### src/hdl/plr_defs.svh
`ifndef PLR_DEFS_SVH
`define PLR_DEFS_SVH

// ----------------------------------------------------------------------------
// Port widths and reset values
// ----------------------------------------------------------------------------
`define PLR_PORT_W        8
`define PLR_LATCH_RST     8'hFF
`define PLR_SAMPLE_RST    8'hFF

// ----------------------------------------------------------------------------
// Machine cycle timing: 6 states of 2 phases each
// ----------------------------------------------------------------------------
`define PLR_STATES        6
`define PLR_STATE_W       3
`define PLR_STATE_ONE     3'h0
`define PLR_STATE_FIVE    3'h4
`define PLR_STATE_SIX     3'h5
`define PLR_BOOST_PHASES  2

// ----------------------------------------------------------------------------
// Port 1 and port 3 bit positions
// ----------------------------------------------------------------------------
`define PLR_P1_CC_LO      0
`define PLR_P1_CC_HI      3
`define PLR_P1_IRQ2       4
`define PLR_P1_T2RELOAD   5
`define PLR_P1_TICK       6
`define PLR_P1_T2IN       7
`define PLR_P3_RXD        0
`define PLR_P3_TXD        1
`define PLR_P3_IRQ0       2
`define PLR_P3_IRQ1       3
`define PLR_P3_T0IN       4
`define PLR_P3_T1IN       5
`define PLR_P3_WRS        6
`define PLR_P3_RDS        7

`endif

### src/hdl/plr_pkg.sv
package plr_pkg;

  typedef logic [7:0] plr_byte_t;

  // Byte or bit operation applied to the latch by a port write
  typedef enum logic [3:0] {
    PLR_OP_MOV,
    PLR_OP_ANL,
    PLR_OP_ORL,
    PLR_OP_XRL,
    PLR_OP_JBC,
    PLR_OP_CPL,
    PLR_OP_INC,
    PLR_OP_DEC,
    PLR_OP_DJNZ,
    PLR_OP_MOVC,
    PLR_OP_CLR,
    PLR_OP_SETB
  } plr_op_e;

  typedef enum logic [1:0] {
    PLR_PH_ONE,
    PLR_PH_TWO
  } plr_phase_e;

endpackage

### src/hdl/plr_port_latch.sv
`timescale 1ns/1ps
`include "plr_defs.svh"

// Functional notes
// RL1: Alternate function passes only when latch one
// RL2: Compare outputs P1.0-3 ignore latch
// RL3: Reset loads all latch bits one
// RL4: Latch write lands at state six phase two
// RL5: Output buffer samples latch in phase one
// RL6: New value reaches pin at state one phase one; here pinOut changes at state two phase one
// RL7: Pin read sampled during state five
// RL8: Edge when sample differs from previous cycle
// RL9: External levels last one machine cycle
// RL10: Read-modify-write reads latch, writes latch
// RL11: Other reads take pin values
// RL12: Listed logic, bit, count ops are RMW
// RL13: Bit writes rewrite whole latch byte
// RL14: P1.0-3 irq and compare, P1.4 irq
// RL15: P1.5, P1.7 timer two, P1.6 tick
// RL16: P3.0 serial data, P3.1 transmit/clock
// RL17: P3.2-7 irqs, timer counts, memory strobes
// RL18: Strong pullup two periods on zero-to-one
// RL19: Bus mode frees latch, port zero gets ones
// RL20: Pin level is latch AND alternate output
// RL21: Pin read synchronised, latch read exact
module plr_port_latch #(
  parameter int PORT_W = `PLR_PORT_W,
  parameter bit BUS_PORT_ZERO = 1'b0
) (
  input  wire logic                  sys_clk,
  input  wire logic                  rst,
  input  wire logic                  wrReq,
  input  wire plr_pkg::plr_op_e      wrOp,
  input  wire logic [PORT_W-1:0]     wrData,
  input  wire logic [2:0]            wrBit,
  input  wire logic                  carryIn,
  input  wire logic                  lastCycle,
  input  wire logic                  busMode,
  input  wire logic [PORT_W-1:0]     busOut,
  input  wire logic [PORT_W-1:0]     altOut,
  input  wire logic [PORT_W-1:0]     compareMode,
  input  wire logic [PORT_W-1:0]     compareOut,
  input  wire logic [PORT_W-1:0]     pinIn,
  input  wire logic                  latePhase,
  output logic [PORT_W-1:0]          pinOut,
  output logic [PORT_W-1:0]          pinOe_n,
  output logic [PORT_W-1:0]          boostOn,
  output logic [PORT_W-1:0]          pinRead,
  output logic [PORT_W-1:0]          latchRead,
  output logic [PORT_W-1:0]          altIn,
  output logic [PORT_W-1:0]          edgeSeen,
  output logic [`PLR_STATE_W-1:0]    stateNum,
  output logic                       phaseTwo
);

  // --------------------------------------------------------------------------
  // Machine cycle sequencer
  // --------------------------------------------------------------------------
  plr_pkg::plr_phase_e       phase_reg;
  logic [`PLR_STATE_W-1:0]   state_reg;

  always_ff @(posedge sys_clk) begin
    if (rst) begin
      phase_reg <= plr_pkg::PLR_PH_ONE;
      state_reg <= `PLR_STATE_ONE;
    end else begin
      case (phase_reg)
        plr_pkg::PLR_PH_ONE: begin
          phase_reg <= plr_pkg::PLR_PH_TWO;
        end
        default: begin
          phase_reg <= plr_pkg::PLR_PH_ONE;
          if (state_reg == `PLR_STATE_SIX) begin
            state_reg <= `PLR_STATE_ONE;
          end else begin
            state_reg <= state_reg + 3'h1;
          end
        end
      endcase
    end
  end

  logic isPh1;
  logic isS6P2;
  logic isS5;
  assign isPh1  = (phase_reg == plr_pkg::PLR_PH_ONE);
  assign isS6P2 = (state_reg == `PLR_STATE_SIX) && !isPh1;
  assign isS5   = (state_reg == `PLR_STATE_FIVE);

  always_ff @(posedge sys_clk) begin
    if (rst) begin
      stateNum <= `PLR_STATE_ONE;
      phaseTwo <= 1'b0;
    end else begin
      stateNum <= state_reg;
      phaseTwo <= isPh1;
    end
  end

  // --------------------------------------------------------------------------
  // Pin synchroniser: three stages, change accepted when 2nd and 3rd agree
  // --------------------------------------------------------------------------
  logic [PORT_W-1:0] sync1_reg;
  logic [PORT_W-1:0] sync2_reg;
  logic [PORT_W-1:0] sync3_reg;
  logic [PORT_W-1:0] pinLvl_reg;

  always_ff @(posedge sys_clk) begin
    if (rst) begin
      sync1_reg  <= `PLR_SAMPLE_RST;
      sync2_reg  <= `PLR_SAMPLE_RST;
      sync3_reg  <= `PLR_SAMPLE_RST;
      pinLvl_reg <= `PLR_SAMPLE_RST;
    end else begin
      sync1_reg <= pinIn;
      sync2_reg <= sync1_reg;
      sync3_reg <= sync2_reg;
      for (int i = 0; i < PORT_W; i++) begin
        if (sync2_reg[i] == sync3_reg[i]) begin
          pinLvl_reg[i] <= sync3_reg[i];
        end
      end
    end
  end

  // --------------------------------------------------------------------------
  // Latch with read-modify-write datapath
  // --------------------------------------------------------------------------
  logic [PORT_W-1:0] latch_reg;
  logic [PORT_W-1:0] latch_next;
  logic [PORT_W-1:0] bitMask;

  assign bitMask = PORT_W'(1) << wrBit;

  always_comb begin
    // Byte and bit ops other than PLR_OP_MOV start from the latch, never the pins
    latch_next = latch_reg; // RL10
    case (wrOp)
      plr_pkg::PLR_OP_MOV:  latch_next = wrData; // RL11
      plr_pkg::PLR_OP_ANL:  latch_next = latch_reg & wrData; // RL12
      plr_pkg::PLR_OP_ORL:  latch_next = latch_reg | wrData; // RL12
      plr_pkg::PLR_OP_XRL:  latch_next = latch_reg ^ wrData; // RL12
      plr_pkg::PLR_OP_INC:  latch_next = latch_reg + PORT_W'(1); // RL12
      plr_pkg::PLR_OP_DEC,
      plr_pkg::PLR_OP_DJNZ: latch_next = latch_reg - PORT_W'(1); // RL12
      plr_pkg::PLR_OP_JBC,
      plr_pkg::PLR_OP_CLR:  latch_next = latch_reg & ~bitMask; // RL13
      plr_pkg::PLR_OP_CPL:  latch_next = latch_reg ^ bitMask; // RL12
      plr_pkg::PLR_OP_SETB: latch_next = latch_reg | bitMask; // RL13
      plr_pkg::PLR_OP_MOVC: begin
        latch_next = carryIn ? (latch_reg | bitMask)
                             : (latch_reg & ~bitMask); // RL13
      end
      default: latch_next = latch_reg;
    endcase
  end

  always_ff @(posedge sys_clk) begin
    if (rst) begin
      latch_reg <= `PLR_LATCH_RST; // RL3
    end else if (busMode && BUS_PORT_ZERO) begin
      latch_reg <= `PLR_LATCH_RST; // RL19
    end else if (wrReq && lastCycle && isS6P2) begin
      latch_reg <= latch_next; // RL4
    end
  end

  always_ff @(posedge sys_clk) begin
    if (rst) begin
      latchRead <= `PLR_LATCH_RST;
    end else begin
      latchRead <= latch_reg; // RL21
    end
  end

  // --------------------------------------------------------------------------
  // Output buffer: follows latch in phase 1 only
  // --------------------------------------------------------------------------
  logic [PORT_W-1:0] buf_reg;
  logic [PORT_W-1:0] drive;

  always_ff @(posedge sys_clk) begin
    if (rst) begin
      buf_reg <= `PLR_LATCH_RST;
    end else if (isPh1) begin
      // Taken at the end of phase 1 only; held through phase 2
      buf_reg <= latch_reg; // RL5 RL6
    end
  end

  genvar g;
  generate
    for (g = 0; g < PORT_W; g++) begin : gBit
      always_comb begin
        if (busMode) begin
          drive[g] = busOut[g]; // RL19
        end else if (compareMode[g] && g <= `PLR_P1_CC_HI) begin
          drive[g] = compareOut[g]; // RL2 RL14
        end else begin
          drive[g] = buf_reg[g] & altOut[g]; // RL1 RL20
        end
      end
    end
  endgenerate

  logic [PORT_W-1:0] prevDrive_reg;
  logic [PORT_W-1:0] boostCnt_reg [PORT_W];

  always_ff @(posedge sys_clk) begin
    if (rst) begin
      prevDrive_reg <= `PLR_LATCH_RST;
      pinOut        <= `PLR_LATCH_RST;
      pinOe_n       <= `PLR_LATCH_RST;
      boostOn       <= '0;
    end else begin
      prevDrive_reg <= drive;
      pinOut        <= drive;
      // Quasi-bidirectional: only a zero is actively driven
      pinOe_n       <= drive; // RL1
      for (int i = 0; i < PORT_W; i++) begin
        boostOn[i] <= (drive[i] && !prevDrive_reg[i]) ||
                      (boostOn[i] && boostCnt_reg[i] == PORT_W'(0)); // RL18
      end
    end
  end

  always_ff @(posedge sys_clk) begin
    for (int i = 0; i < PORT_W; i++) begin
      if (rst) begin
        boostCnt_reg[i] <= '0;
      end else if (drive[i] && !prevDrive_reg[i]) begin
        boostCnt_reg[i] <= '0;
      end else if (boostOn[i]) begin
        boostCnt_reg[i] <= PORT_W'(`PLR_BOOST_PHASES - 1); // RL18
      end
    end
  end

  // --------------------------------------------------------------------------
  // Pin sampling in state 5 and per-cycle edge detection
  // --------------------------------------------------------------------------
  logic [PORT_W-1:0] sample_reg;
  logic              takeSample;

  assign takeSample = isS5 && (latePhase ? !isPh1 : isPh1); // RL7

  always_ff @(posedge sys_clk) begin
    if (rst) begin
      sample_reg <= `PLR_SAMPLE_RST;
      pinRead    <= `PLR_SAMPLE_RST;
      altIn      <= `PLR_SAMPLE_RST;
      edgeSeen   <= '0;
    end else if (takeSample) begin
      sample_reg <= pinLvl_reg; // RL8 RL9
      pinRead    <= pinLvl_reg; // RL11 RL21
      // Alternate inputs see the pin only while the latch holds one
      altIn      <= pinLvl_reg & latch_reg; // RL1 RL14 RL15 RL16 RL17
      edgeSeen   <= pinLvl_reg ^ sample_reg; // RL8
    end else begin
      edgeSeen   <= '0;
    end
  end

endmodule

### config.mk
export PLATFORM = sky130hd
export DESIGN_NAME = plr_port_latch
export DESIGN_NICKNAME = d
export VERILOG_FILES = /design/src/hdl/plr_pkg.sv /design/src/hdl/plr_port_latch.sv
export VERILOG_INCLUDE_DIRS = /design/src /design/src/hdl
export SDC_FILE = /design/constraint.sdc
export NUM_CORES = 1
export LEC_CHECK = 0
export BUFFER_PORTS_ARGS = -buffer_cell sky130_fd_sc_hd__buf_2
export CAP_MARGIN = 20
export CORE_MARGIN = 1
export CORE_UTILIZATION = 27
export CTS_CLUSTER_DIAMETER = 60
export DETAILED_ROUTE_END_ITERATION = 10
export PLACE_DENSITY = 0.51
export SLEW_MARGIN = 20
export SYNTH_ARGS = -nofsm -noshare
export SYNTH_HDL_FRONTEND = slang
export SYNTH_SLANG_ARGS = --single-unit
### constraint.sdc
create_clock -name sys_clk -period 2.9 [get_ports sys_clk]
set_clock_uncertainty 0.15 [all_clocks]
set_input_delay 0 -clock sys_clk [delete_from_list [all_inputs] [get_ports sys_clk]]
set_output_delay 0 -clock sys_clk [all_outputs]
set_load 0.1 [all_outputs]
==> flow_metrics.py <==
metrics = {
    "run_status": {
        "status": "complete, no violations",
    },
    "timing": {
        "fmax_ghz": 0.4573,
        "rsz0062_at_grt": "false",
        "post-route-period-util": 0.7541,
        "layout_min_cycle_time_ns": 2.187,
        "hold_viol": 0,
        "max_slew.worst_pin.slew_ns": 0.6810,
        "setup_tns_ns": 0,
        "setup_viol": 0,
        "maxSlewViolCount": 0,
        "relSlewSlack": 0.5343,
    },
    "worst_setup_path": {
        "critPathSlowestCell": "dfxtp_1",
        "cp-end-kind": "flop",
        "critPathTopFamily": "compound AO/OA/AOI/OAI gates",
        "cp.required_ns": 3.03,
        "path_max_fanout": 10,
        "cp_data_arrival_time_ns": 2.32,
        "critical_path_buf_inv_count": 0,
        "startpoint_type": "flop",
        "path_cells": "ha_1, a21oi_1, o21ai_0, o31ai_1, xnor2_1, nand2_1, a32oi_1",
        "slowest_delay_ns": 0.61,
        "path_class": "flop to flop",
    },
    "synthesis": {
        "ys_types": 59,
        "synth_edf_count": 8,
        "ys_warn_count": 0,
        "synth-seq-cells": 111,
        "synth_cells": 599,
        "synth.area.top_cells": "dfxtp_1, a21oi_1, nand2_1, edfxtp_1, nor2_1",
        "synth_top_cell_by_area": "dfxtp_1",
        "postSynthAreaPerCell_um2": 8.504,
        "netlist_area_mm2": 0.005094,
        "synth_seq_area_share": 0.4520,
        "syn-num-nets": 670,
        "synthArstFlopShare": 0,
        "ys.flop_type": "dfxtp_1",
        "yosysTopAreaCellShare": 0.4048,
    },
    "route": {
        "drc": 0,
        "ant_nets": 0,
        "post_drt_wl_per_cell_um": 14.63,
        "wl_mm": 14.06,
        "drt_iter0_markers": 228,
        "drt-vias-per-instance": 4.627,
        "dr.pass1.iters": 4,
        "vias": 4447,
    },
    "pwr": {
        "irDropWorstVdd_uv": 342.2,
        "p_leak_uw": 0.002680,
        "powerDensity_mw_per_mm2": 537.2,
        "finalPower_uw": 3480,
    },
    "floorplanning": {
        "dieWidth_um": 139.4,
        "io_pins": 122,
        "die_area_mm2": 0.01942,
        "die_h_um": 139.4,
        "start_util": 0.2797,
        "rows": 49,
        "core_region_area_mm2": 0.01821,
    },
    "layout": {
        "mostFrequentLayoutCells": "buf_2, dfxtp_1, nand2_1",
        "final_common_cell": "buf_2",
        "nets": 798,
        "drive_gt1_frac": 0.2459,
        "syn_to_final_growth_pct": 27.17,
        "antenna_cells": 0,
        "post-route-util": 0.3557,
    },
    "cts": {
        "cts_buffers": 9,
        "cts_max_level": 3,
        "path_clk_slew_ns": 0.08,
        "clock_path_buffers": 2,
        "cts_hold_buf": 33,
        "cts_resized": 0,
        "postCtsSetupRepairBufs": 0,
        "cts_tree": "yes",
        "clock_latency_ns": 0.35,
        "cts_sinks": 111,
        "clockRootBuffer": "clkbuf_16",
    },
    "grt": {
        "antenna_found_initial": 0,
        "grt_pass1_wl_mm": 22.80,
        "grt_max_degree": 61,
        "grt_pass1_vias": 4292,
        "grt_usage": 0.1498,
        "grt_overflow_total": 0,
    },
    "worst_hold_path": {
        "min_path_type": "input pin to flop",
    },
    "job": {
        "maxCapViolCount": 0,
    },
    "placement": {
        "place_congestion": 0.8464,
        "port_buffers": 113,
        "hpwl_mm": 9.763,
    },
}
## cell usage after synthesis (6+ instances only)
| library cell | instances |
|---|---|
| ha_1 | 8 |
| xor2_1 | 6 |
| o21ai_0 | 26 |
| buf_4 | 8 |
| a211oi_1 | 8 |
| nand3_1 | 25 |
| xnor2_1 | 20 |
| dfxtp_1 | 103 |
| and2_1 | 6 |
| or3_1 | 7 |
| inv_1 | 18 |
| nor2_1 | 55 |
| nor2b_1 | 11 |
| nand2b_1 | 14 |
| a21oi_1 | 58 |
| buf_2 | 6 |
| nor3b_1 | 6 |
| edfxtp_1 | 8 |
| clkbuf_1 | 23 |
| nand2_1 | 69 |
| mux2i_1 | 10 |
| or2_2 | 30 |
## power breakdown
| group | leakage [uW] | switching [uW] | total [uW] | internal (uW) |
|---|---|---|---|---|
| Clock | 0.000150 | 606 | 1290 | 685 |
| Combinational | 0.00160 | 391 | 577 | 186 |
| Sequential | 0.000926 | 24.5 | 1610 | 1590 |
## layer usage
metal  vias to the layer above  routed length (um)  GRT usage
met5                         -                   0          0
met3                        24                 708    0.03063
met2                       128                6153     0.2357
li1                       2296                   -          -
met4                         0                 321    0.05789
met1                      1999                6875     0.2006
## kinds of logic after synthesis
group,share of synthesized area
buf+inv,0.05601
compound gates,0.1589
mux,0.02186
xor+xnor,0.04471
simple gates,0.2429
fa+ha+maj,0.02358
flops,0.4520
## through the flow
stage	instance area (um^2)	hold WS (ns)	setup WS, ns	instances
6_report	6477	0.01167	0.7131	961
5_1_grt	6477	0.06697	0.4692	961
4_1_cts	6477	0.004047	0.6688	961
3_5_place_dp	5841	0.03490	0.4437	912
3_3_place_gp	5841	0.03295	0.4643	912
2_1_floorplan	5094	-0.04619	0.2266	599
## final timing paths
path | startpoint | end | slack [ns] | cells after the start
max | latch_reg[4] | latch_reg[7] | 0.71 | 7
min | compareOut[1] | boostOn[1] | 0.01 | 5
max reg2reg | latch_reg[4] | latch_reg[7] | 0.71 | 7
min reg2reg | sync1_reg[4] | sync2_reg[4] | 0.26 | 1
## final cells by class
class	instances	area, um^2
Sequential cell	111	2302
Tap cell	229	286.5
Clock buffer	10	229.0
Clock inverter	6	77.57
Timing Repair Buffer	161	1008
Multi-Input combinational cell	426	2506
Fill cell	1884	11730
Inverter	18	67.56
## worst min-delay path, cell delays in order
cell	delay (ns)
buf_2	0.10
a21oi_1	0.10
o21ai_0	0.13
nand2_1	0.09
a21oi_1	0.05
No activity file was read; power rests on OpenSTA's default activity.
